`config.mk`:
```
export PLATFORM = sky130hd
export DESIGN_NAME = spirsp_core
export DESIGN_NICKNAME = d
export VERILOG_FILES = /design/src/spirsp_pkg.sv /design/src/spirsp_core.sv
export SDC_FILE = /design/constraint.sdc
export NUM_CORES = 1
export LEC_CHECK = 0
export ABC_AREA = 1
export ABC_CLOCK_PERIOD_IN_PS = 13700
export BUFFER_PORTS_ARGS = -buffer_cell sky130_fd_sc_hd__buf_2
export CAP_MARGIN = 25
export CORE_UTILIZATION = 65
export CTS_CLUSTER_SIZE = 28
export DETAILED_ROUTE_END_ITERATION = 10
export GPL_TIMING_DRIVEN = 0
export PLACE_DENSITY = 0.84
export SYNTH_ARGS = -nofsm -noshare
export SYNTH_HDL_FRONTEND = slang
export SYNTH_HIERARCHICAL = 1
export SYNTH_SLANG_ARGS = --single-unit
```
`constraint.sdc`:
```
create_clock -name clk_i -period 13.7 [get_ports clk_i]
set_input_delay 1.37 -clock clk_i [delete_from_list [all_inputs] [get_ports clk_i]]
set_output_delay 1.37 -clock clk_i [all_outputs]
set_load 0.02 [all_outputs]
```
`src/spirsp_pkg.sv`:
```
// shared constants and types for the serial peripheral responder
package spirsp_pkg;
    localparam int CLK_HZ = 20_000_000;
    localparam int CLK_NS = 50;
    localparam int OSC_SETTLE_NS = 50_000;
    localparam int OSC_SETTLE_CYC = (OSC_SETTLE_NS + CLK_NS - 1) / CLK_NS;
    localparam int DEGLITCH_NS = 200;
    localparam int DEGLITCH_CYC = DEGLITCH_NS / CLK_NS;
    localparam int WDOG_S = 2;
    localparam int WDOG_CYC = WDOG_S * CLK_HZ;
    localparam int HOLD_MIN_S = 1;
    localparam int SEC_CYC = CLK_HZ;
    localparam logic [4:0] FRAME_BITS = 5'h10;
    localparam logic [4:0] FRAME_CRC_BITS = 5'h18;
    localparam logic [7:0] CRC_POLY = 8'h07;
    localparam logic [7:0] CRC_INIT = 8'h00;
    localparam logic [15:0] ERR_WORD = 16'hffff;
    localparam logic [7:0] CRC_ERR_CODE = 8'haa;
    localparam logic [7:0] STALE_CODE = 8'h00;
    localparam logic [7:0] OSC_OFF_CODE = 8'hff;
    localparam logic [7:0] HOLD_MIN = 8'h01;

    typedef struct packed {
        logic wr;
        logic [6:0] addr;
        logic [7:0] data;
    } spirsp_word_t;
endpackage

```
`src/spirsp_core.sv`:
```
// serial peripheral responder port with checksum, buffers, wake and watchdog
`timescale 1ns/1ns

module spirsp_degl #(
    parameter int N = 4,
    parameter logic INIT = 1'b0
) (
    input wire logic clk_i,
    input wire logic rst_i,
    input wire logic d_i,
    input wire logic en_i,
    output logic q_o
);
    logic s1_r, s2_r, s3_r, kept_r, q_r;
    logic [7:0] cnt_r;
    generate
        if (N < 1 || N > 255) begin : g_chk
            $error("deglitch length out of range");
        end
    endgenerate
    always_ff @(posedge clk_i or posedge rst_i) begin
        if (rst_i) begin
            s1_r <= INIT;
            s2_r <= INIT;
            s3_r <= INIT;
        end else begin
            s1_r <= d_i;
            s2_r <= s1_r;
            s3_r <= s2_r;
        end
    end
    // with en_i set, value passes only after it has held for N cycles; with en_i clear it passes straight through
    always_ff @(posedge clk_i or posedge rst_i) begin
        if (rst_i) begin
            cnt_r <= 8'h00;
            kept_r <= INIT;
            q_r <= INIT;
        end else begin
            if (s2_r != s3_r) begin
                cnt_r <= 8'h00;
            end else if (cnt_r != 8'(N)) begin
                cnt_r <= cnt_r + 8'h01;
            end
            if (s2_r == s3_r && cnt_r == 8'(N)) begin
                kept_r <= s2_r;
            end
            q_r <= en_i ? kept_r : s2_r;
        end
    end
    assign q_o = q_r;
endmodule

// Functional notes
// RULE_01 - clock idles low, data sampled on the first (rising) clock edge.
// RULE_02 - a frame is sixteen clocks, or twenty-four with checksum on.
// RULE_03 - checksum is CRC-8 polynomial 0x07, enabled by configuration.
// RULE_04 - wrong clock count or bad checksum marks the frame in error.
// RULE_05 - bad checksum: drop input, next reply is 0xffff then 0xaa.
// RULE_06 - oscillator not ready at frame start: reply all ones.
// RULE_07 - chip select fall wakes oscillator; usable after settling time.
// RULE_08 - oscillator held for idle seconds after wake, at least one second.
// RULE_09 - host leaves fifty microseconds between frames.
// RULE_10 - chip select low with frozen clock two seconds resets the port.
// RULE_11 - output supply selection applies only after the switch command; the port also takes it once after reset.
// RULE_12 - each input passes a deglitch filter, enabled unless configured off.
// RULE_13 - first byte: direction bit then seven-bit address, msb first.
// RULE_14 - second byte is write data; ignored for reads except checksum.
// RULE_15 - third byte is checksum; input accepted only if it matches.
// RULE_16 - frame shifts out buffer; stale buffer returns 0xffff and 0x00.
// RULE_17 - consumed write is echoed through the outgoing buffer.
// RULE_18 - read reply loaded by internal logic; port computes its checksum.
// RULE_19 - all-ones first two bytes are never a legitimate transaction.
// RULE_20 - subcommand buffer reads before loading return stale pattern.
// RULE_21 - host retries on all-ones, checksum error or stale pattern.
// RULE_22 - protocol choice applies at reset or switch command only.
// RULE_23 - checksum starts at zero each frame, msb first as on wire.
// RULE_24 - input sampled on rising clock, output changes on falling.
module spirsp_core import spirsp_pkg::*; #(
    parameter int WDOG_CYCLES = WDOG_CYC,
    parameter int SEC_CYCLES = SEC_CYC,
    parameter int SETTLE_CYCLES = OSC_SETTLE_CYC,
    parameter int DEGL_CYCLES = DEGLITCH_CYC
) (
    input wire logic clk_i,
    input wire logic rst_i,
    input wire logic sclk_i,
    input wire logic cs_n_i,
    input wire logic mosi_i,
    output logic miso_o,
    output logic miso_oe_n_o,
    input wire logic cfg_serial_sel_i,
    input wire logic cfg_crc_en_i,
    input wire logic cfg_output_supply_select_i,
    input wire logic switch_to_serial_peripheral_i,
    input wire logic input_deglitch_enable_i,
    input wire logic [7:0] comm_idle_time_i,
    input wire logic tx_load_i,
    input wire spirsp_word_t tx_word_i,
    output logic rx_valid_o,
    output spirsp_word_t rx_word_o,
    output logic frame_err_o,
    output logic crc_err_o,
    output logic wdog_rst_o,
    output logic fast_internal_oscillator_en_o,
    output logic port_en_o,
    output logic crc_mode_o,
    output logic output_supply_select_o
);
    generate
        if (WDOG_CYCLES < 2 || WDOG_CYCLES >= 2**26 || SEC_CYCLES < 2 || SEC_CYCLES >= 2**25
            || SETTLE_CYCLES < 1 || SETTLE_CYCLES >= 2**16) begin : g_chk
            $error("timing parameter out of range");
        end
    endgenerate

    function automatic logic [7:0] crc_step(input logic [7:0] c, input logic b);
        crc_step = {c[6:0], 1'b0} ^ ((c[7] ^ b) ? CRC_POLY : 8'h00);
    endfunction
    function automatic logic [7:0] crc_word(input logic [15:0] w);
        logic [7:0] c;
        c = CRC_INIT;
        for (int i = 15; i >= 0; i--) begin
            c = crc_step(c, w[i]);
        end
        crc_word = c;
    endfunction

    logic sclk_f, cs_n_f, mosi_f, sclk_d_r, cs_n_d_r;
    logic init_r, in_frame_r, dead_r, fresh_r, osc_ready_r;
    logic rx_valid_r, frame_err_r, crc_err_r, wdog_r, osc_en_r, oe_n_r;
    logic port_en_r, crc_mode_r, supply_r;
    logic [4:0] bit_cnt_r;
    logic [23:0] rx_sh_r, sh_out_r;
    logic [7:0] crc_r, tx_crc_r, hold_s_r;
    logic [15:0] tx_buf_r, settle_r;
    logic [25:0] wdog_cnt_r;
    logic [24:0] presc_r;
    spirsp_word_t rx_word_r;

    // RULE_12
    spirsp_degl #(.N(DEGL_CYCLES), .INIT(1'b0)) u_f_sclk (.clk_i(clk_i), .rst_i(rst_i), .d_i(sclk_i),
        .en_i(input_deglitch_enable_i), .q_o(sclk_f));
    spirsp_degl #(.N(DEGL_CYCLES), .INIT(1'b1)) u_f_cs (.clk_i(clk_i), .rst_i(rst_i), .d_i(cs_n_i),
        .en_i(input_deglitch_enable_i), .q_o(cs_n_f));
    spirsp_degl #(.N(DEGL_CYCLES), .INIT(1'b0)) u_f_mosi (.clk_i(clk_i), .rst_i(rst_i), .d_i(mosi_i),
        .en_i(input_deglitch_enable_i), .q_o(mosi_f));

    logic sclk_rise, sclk_fall, cs_fall, cs_rise, start, frame_end, wdog_hit;
    logic len_ok, crc_ok, good;
    logic [15:0] rx_pair;
    assign sclk_rise = sclk_f & ~sclk_d_r;
    assign sclk_fall = ~sclk_f & sclk_d_r;
    assign cs_fall = ~cs_n_f & cs_n_d_r;
    assign cs_rise = cs_n_f & ~cs_n_d_r;
    assign start = cs_fall & port_en_r;
    assign frame_end = cs_rise & in_frame_r;
    assign wdog_hit = in_frame_r && wdog_cnt_r == 26'(WDOG_CYCLES - 1);
    assign len_ok = bit_cnt_r == (crc_mode_r ? FRAME_CRC_BITS : FRAME_BITS); // RULE_02
    assign rx_pair = crc_mode_r ? rx_sh_r[23:8] : rx_sh_r[15:0];
    assign crc_ok = rx_sh_r[7:0] == crc_r; // RULE_15
    assign good = frame_end & ~dead_r & len_ok & (~crc_mode_r | crc_ok);

    always_ff @(posedge clk_i or posedge rst_i) begin
        if (rst_i) begin
            sclk_d_r <= 1'b0;
            cs_n_d_r <= 1'b1;
        end else begin
            sclk_d_r <= sclk_f;
            cs_n_d_r <= cs_n_f;
        end
    end

    // settings are taken once after reset and again only on the switch command
    always_ff @(posedge clk_i or posedge rst_i) begin
        if (rst_i) begin
            init_r <= 1'b1;
            port_en_r <= 1'b0;
            crc_mode_r <= 1'b0;
            supply_r <= 1'b0;
        end else begin
            init_r <= 1'b0;
            if (init_r || switch_to_serial_peripheral_i) begin
                port_en_r <= init_r ? cfg_serial_sel_i : 1'b1; // RULE_22
                crc_mode_r <= cfg_crc_en_i; // RULE_03
                supply_r <= cfg_output_supply_select_i; // RULE_11
            end
        end
    end

    // frame shifting; mode 0: sample on rise, shift out on fall
    always_ff @(posedge clk_i or posedge rst_i) begin
        if (rst_i) begin
            in_frame_r <= 1'b0;
            dead_r <= 1'b0;
            bit_cnt_r <= 5'h00;
            rx_sh_r <= 24'h000000;
            crc_r <= CRC_INIT;
            sh_out_r <= 24'hffffff;
            oe_n_r <= 1'b1;
        end else if (wdog_hit) begin
            in_frame_r <= 1'b0; // RULE_10
            bit_cnt_r <= 5'h00;
            oe_n_r <= 1'b1;
        end else if (start) begin
            in_frame_r <= 1'b1;
            oe_n_r <= 1'b0;
            bit_cnt_r <= 5'h00;
            crc_r <= CRC_INIT; // RULE_23
            dead_r <= ~osc_ready_r;
            if (!osc_ready_r) begin
                sh_out_r <= {ERR_WORD, OSC_OFF_CODE}; // RULE_06
            end else if (fresh_r) begin
                sh_out_r <= {tx_buf_r, tx_crc_r}; // RULE_16
            end else begin
                sh_out_r <= {ERR_WORD, STALE_CODE}; // RULE_16
            end
        end else if (in_frame_r) begin
            if (sclk_rise) begin
                rx_sh_r <= {rx_sh_r[22:0], mosi_f}; // RULE_01 RULE_24 RULE_13
                if (bit_cnt_r != 5'h1f) begin
                    bit_cnt_r <= bit_cnt_r + 5'h01;
                end
                if (bit_cnt_r < FRAME_BITS) begin
                    crc_r <= crc_step(crc_r, mosi_f); // RULE_14 RULE_23
                end
            end
            if (sclk_fall && bit_cnt_r != 5'h00) begin
                sh_out_r <= {sh_out_r[22:0], 1'b1}; // RULE_24
            end
            if (cs_rise) begin
                in_frame_r <= 1'b0;
                oe_n_r <= 1'b1;
            end
        end
    end

    // end of frame verdict; frames seen with the oscillator off are dropped
    always_ff @(posedge clk_i or posedge rst_i) begin
        if (rst_i) begin
            rx_valid_r <= 1'b0;
            rx_word_r <= '0;
            frame_err_r <= 1'b0;
            crc_err_r <= 1'b0;
            wdog_r <= 1'b0;
        end else begin
            frame_err_r <= frame_end & ~dead_r & ~len_ok; // RULE_04
            crc_err_r <= frame_end & ~dead_r & len_ok & crc_mode_r & ~crc_ok; // RULE_04
            rx_valid_r <= good & (rx_pair != ERR_WORD); // RULE_19
            wdog_r <= wdog_hit;
            if (good) begin
                rx_word_r <= rx_pair;
            end
        end
    end

    // outgoing buffer; a load or error in the start cycle beats the stale clear
    always_ff @(posedge clk_i or posedge rst_i) begin
        if (rst_i) begin
            tx_buf_r <= ERR_WORD;
            tx_crc_r <= STALE_CODE;
            fresh_r <= 1'b0;
        end else if (frame_end & ~dead_r & len_ok & crc_mode_r & ~crc_ok) begin
            tx_buf_r <= ERR_WORD; // RULE_05
            tx_crc_r <= CRC_ERR_CODE;
            fresh_r <= 1'b1;
        end else if (tx_load_i) begin
            tx_buf_r <= tx_word_i; // RULE_17 RULE_18
            tx_crc_r <= crc_word(tx_word_i); // RULE_18
            fresh_r <= 1'b1;
        end else if (start && osc_ready_r) begin
            fresh_r <= 1'b0; // RULE_20
        end
    end

    // bus freeze watchdog counts cycles without a clock edge while selected
    always_ff @(posedge clk_i or posedge rst_i) begin
        if (rst_i) begin
            wdog_cnt_r <= 26'h0000000;
        end else if (!in_frame_r || sclk_rise || sclk_fall || wdog_hit) begin
            wdog_cnt_r <= 26'h0000000;
        end else begin
            wdog_cnt_r <= wdog_cnt_r + 26'h0000001; // RULE_10
        end
    end

    // oscillator wake and hold; a held oscillator costs supply current
    always_ff @(posedge clk_i or posedge rst_i) begin
        if (rst_i) begin
            osc_en_r <= 1'b0;
            hold_s_r <= 8'h00;
            presc_r <= 25'h0000000;
        end else if (start) begin
            osc_en_r <= 1'b1; // RULE_07
            hold_s_r <= (comm_idle_time_i == 8'h00) ? HOLD_MIN : comm_idle_time_i; // RULE_08
            presc_r <= 25'h0000000;
        end else if (osc_en_r) begin
            if (presc_r == 25'(SEC_CYCLES - 1)) begin
                presc_r <= 25'h0000000;
                if (hold_s_r != 8'h00) begin
                    hold_s_r <= hold_s_r - 8'h01;
                end
            end else begin
                presc_r <= presc_r + 25'h0000001;
            end
            if (hold_s_r == 8'h00 && !in_frame_r) begin
                osc_en_r <= 1'b0; // RULE_08
            end
        end
    end

    always_ff @(posedge clk_i or posedge rst_i) begin
        if (rst_i) begin
            settle_r <= 16'h0000;
            osc_ready_r <= 1'b0;
        end else if (!osc_en_r) begin
            settle_r <= 16'h0000;
            osc_ready_r <= 1'b0;
        end else if (settle_r == 16'(SETTLE_CYCLES - 1)) begin
            osc_ready_r <= 1'b1; // RULE_07
        end else begin
            settle_r <= settle_r + 16'h0001;
        end
    end

    assign miso_o = sh_out_r[23];
    assign miso_oe_n_o = oe_n_r;
    assign rx_valid_o = rx_valid_r;
    assign rx_word_o = rx_word_r;
    assign frame_err_o = frame_err_r;
    assign crc_err_o = crc_err_r;
    assign wdog_rst_o = wdog_r;
    assign fast_internal_oscillator_en_o = osc_en_r;
    assign port_en_o = port_en_r;
    assign crc_mode_o = crc_mode_r;
    assign output_supply_select_o = supply_r;
endmodule

```
==> flow_metrics.py <==
metrics = {
    "status": {
        "outcome": "finished, final reports clean",
    },
    "cells_and_area": {
        "antennaDiodeCount": 0,
        "final_cell_count_no_fill": 1898,
        "nets": 1700,
        "drive_above_1_share_pct": 14.6,
        "synthToLayoutAreaGrowth_pct": 12.4,
    },
    "logic_synthesis": {
        "syn_nets": 1612,
        "ys.flop_type": "dfrtp_1",
        "synth_largest_area_cell": "dfrtp_1",
        "ys_top_cells_by_count": "nand2_1, inv_1, dfrtp_1",
        "synth_edf_count": 0,
        "synth_area_per_cell_sq_um": 7.85,
        "ys_types": 48,
        "synthCells": 1563,
        "synthMostInstantiatedCell": "nand2_1",
        "seq_area_frac_synth_pct": 47.6,
        "synth.area.top_cells": "dfrtp_1, nand2_1, dfstp_2",
        "synth_top_area_share_pct": 37.3,
        "yosys_warnings": 6,
        "ys_seq_elements": 231,
        "async_flop_share_pct": 100,
        "synth_area_sq_um": 12300,
    },
    "floorplanning": {
        "start_util_pct": 67.4,
        "core_area_sq_um": 18200,
        "ioPinCount": 61,
        "fp.dieH_um": 139,
        "rows": 49,
        "die_area_sq_um": 19400,
        "die_x_um": 139,
    },
    "critical_path": {
        "rrSetupSlack_ps": 11210,
        "r2r_end": "presc_r[16]$_DFFE_PP0P_",
        "startpoint": "fast_internal_oscillator_en_o$_DFF_PP0_",
        "path_buf_inv": 1,
        "path_cells": "buf_2",
        "worst_r2r_startpoint": "presc_r[0]$_DFFE_PP0P_",
        "endpoint_kind": "output pin",
        "cp.required_ps": 12330,
        "cp-start-kind": "flop",
        "critPathTopFamily": "flip-flops",
        "arrival_ps": 1270,
        "cpPeakStageDelay_ps": 520,
        "cp_max_fo": 8,
        "critPathKind": "reg2out",
        "rr_worst_depth": 9,
        "cp_slowest_cell": "dfrtp_1",
    },
    "grt": {
        "antenna_found_initial": 0,
        "first_global_vias": 10223,
        "gr-total-overflow": 0,
        "grt_use_total_pct": 29.4,
        "grt_max_degree": 138,
        "grt_pass1_wl_mm": 47.2,
    },
    "cts": {
        "cts_root_buf": "clkbuf_16",
        "clock-sinks": 231,
        "postCtsSetupBuffers": 0,
        "hold_buffers": 0,
        "cts.reportedPaths.clkPinSlew_ps": 60,
        "cts_buffer_depth": 3,
        "htree_num_levels": 1,
        "clk_latency_ps": 520,
        "cts_tree": "built",
        "cts_resized": 0,
        "cts_made_buffers": 25,
    },
    "power_and_ir_drop": {
        "p_comb_share_pct": 24.3,
        "clockPowerShare_pct": 33.3,
        "p_int_w": 0.00149,
        "leakagePower_nw": 6.65,
        "seqPwrFrac_pct": 42.4,
        "power_density_nw_per_um2": 160,
        "power_w": 0.00221,
        "swShare_pct": 32.7,
        "irDropWorstVdd_mv": 0.121,
        "switching_power_w": 0.000722,
    },
    "route": {
        "vias_per_cell": 5.60,
        "wl_per_cell_um": 14.5,
        "dr.first_iter.drc_count": 832,
        "routed_wl_mm": 27.6,
        "drcViolationCount": 0,
        "ant_nets": 0,
        "vias": 10620,
        "drt_pass1_iterations": 6,
    },
    "timing": {
        "layout_worst_path_cycle_share_pct": 19.3,
        "max_slew_margin_pct": 38.3,
        "fmax_mhz": 379,
        "setup_viol": 0,
        "finalSetupTns_ps": 0,
        "hold_viol_final": 0,
        "fin_worst_skew_ps": 9.96,
        "slew_violations": 0,
        "tightest_slew_ps": 917,
        "timing.final.crit_period_ps": 2640,
        "grt_setup_unrepaired": "no",
    },
    "worst_hold_path": {
        "hold_depth": 0,
        "min_to": "u_f_cs/s2_r$_DFF_PP1_",
        "hp-start": "u_f_cs/s1_r$_DFF_PP1_",
        "hp-class": "reg2reg",
    },
    "place": {
        "io_buffers": 60,
        "place.gp.congestion": 0.937,
        "place_inst": 1853,
        "dp_hpwl_mm": 19.3,
    },
    "flow_run": {
        "max_cap_viol_count": 0,
    },
}
-- worst reg2reg max path, cell delays in order, from the launching register on --
cell and delay, ps:
dfrtp_1 390, ha_1 200, nand3_1 110, nor2_1 140, nand2_1 150, nor3_1 200, nand4_1 190, o21ai_0 570
buf_2 340, nor3_1 70
-- registers in the layout (all words and copies together) (netlist names), 5 cells and up --
signal and cells:
presc_r 25, wdog_cnt_r 26, tx_crc_r 8, u_f_mosi/cnt_r 8, u_f_sclk/cnt_r 8, hold_s_r 8
u_f_cs/cnt_r 8, crc_r 8, rx_sh_r 24, bit_cnt_r 5, settle_r 16, rx_word_o 16
sh_out_r 24, tx_buf_r 16
-- layout make-up --
cell class,count,area (sq um)
Buffer,39,240
Clock buffer,32,682
Clock inverter,13,215
Fill cell,1371,4420
Inverter,199,754
Multi-Input combinational cell,1094,5440
Sequential cell,231,5840
Tap cell,229,287
Timing Repair Buffer,61,328
-- how the worst max path moves through the flow --
stage,to,cells past startpoint
after floorplan,bit_cnt_r[0]$_DFFE_PP0P_,1
after global placement,wdog_cnt_r[5]$_DFF_PP0_,2
after detailed placement,tx_crc_r[3]$_DFFE_PP0P_,15
after CTS,fast_internal_oscillator_en_o,1
after global routing,presc_r[16]$_DFFE_PP0P_,9
final,fast_internal_oscillator_en_o,1
-- layer usage --
metal	part of all wire [%]	GRT usage, %	vias up
met2	49	50.0	298
met5	0	0	-
met4	2.4	8.83	0
met1	44	39.4	5060
met3	4.5	3.79	68
li1	-	-	5194
-- cell families (layout without fill, tap and decap cells) --
family | after synthesis | count (layout) | share of synthesized area [%]
adder cells (fa/ha/maj) | 14 | 14 | 1.43
AND/OR/NAND/NOR | 848 | 848 | 30.1
other | 1 | 1 | 0.0306
buffers and inverters | 238 | 344 | 8.05
multiplexers | 3 | 3 | 0.275
XOR/XNOR | 44 | 44 | 3.26
AO/OA/AOI/OAI | 184 | 184 | 9.30
flip-flops | 231 | 231 | 47.6
-- stage by stage --
stage	utilization, %	hold slack, ps	cell area, sq um	setup slack [ps]
2_1_floorplan	-	331	12300	7170
3_3_place_gp	70.6	335	12900	4950
3_5_place_dp	70.8	344	12900	10970
4_1_cts	75.7	357	13800	11050
5_1_grt	75.7	358	13800	10940
6_report	75.7	356	13800	11060
-- power by group through the flow --
stage                     clock network [W]  logic, W  registers, W
after floorplan                           0  0.000409      0.000916
after global placement                    0  0.000504      0.000934
after detailed placement                  0  0.000528      0.000939
after CTS                          0.000741  0.000537      0.000932
after global routing               0.000769  0.000614      0.000949
final                              0.000735  0.000537      0.000936
-- placed cells by master, fill, tap and decap left out, drive strengths merged, types with 7 or more instances in the layout --
master / Yosys / layout
inv: 198 / 198
clkbuf: 25 / 57
a22oi: 12 / 12
o21ai: 99 / 99
ha: 14 / 14
nand2: 483 / 483
nor3b: 7 / 7
xor2: 22 / 22
or2: 8 / 8
xnor2: 22 / 22
nor2: 172 / 172
clkinv: 1 / 8
dfrtp: 183 / 183
o2111ai: 23 / 23
buf: 14 / 75
a21oi: 32 / 32
dfstp: 48 / 48
nand4: 33 / 33
nand3: 97 / 97
nor3: 30 / 30
nor4: 15 / 15
Power figures use the tool's default switching activity.
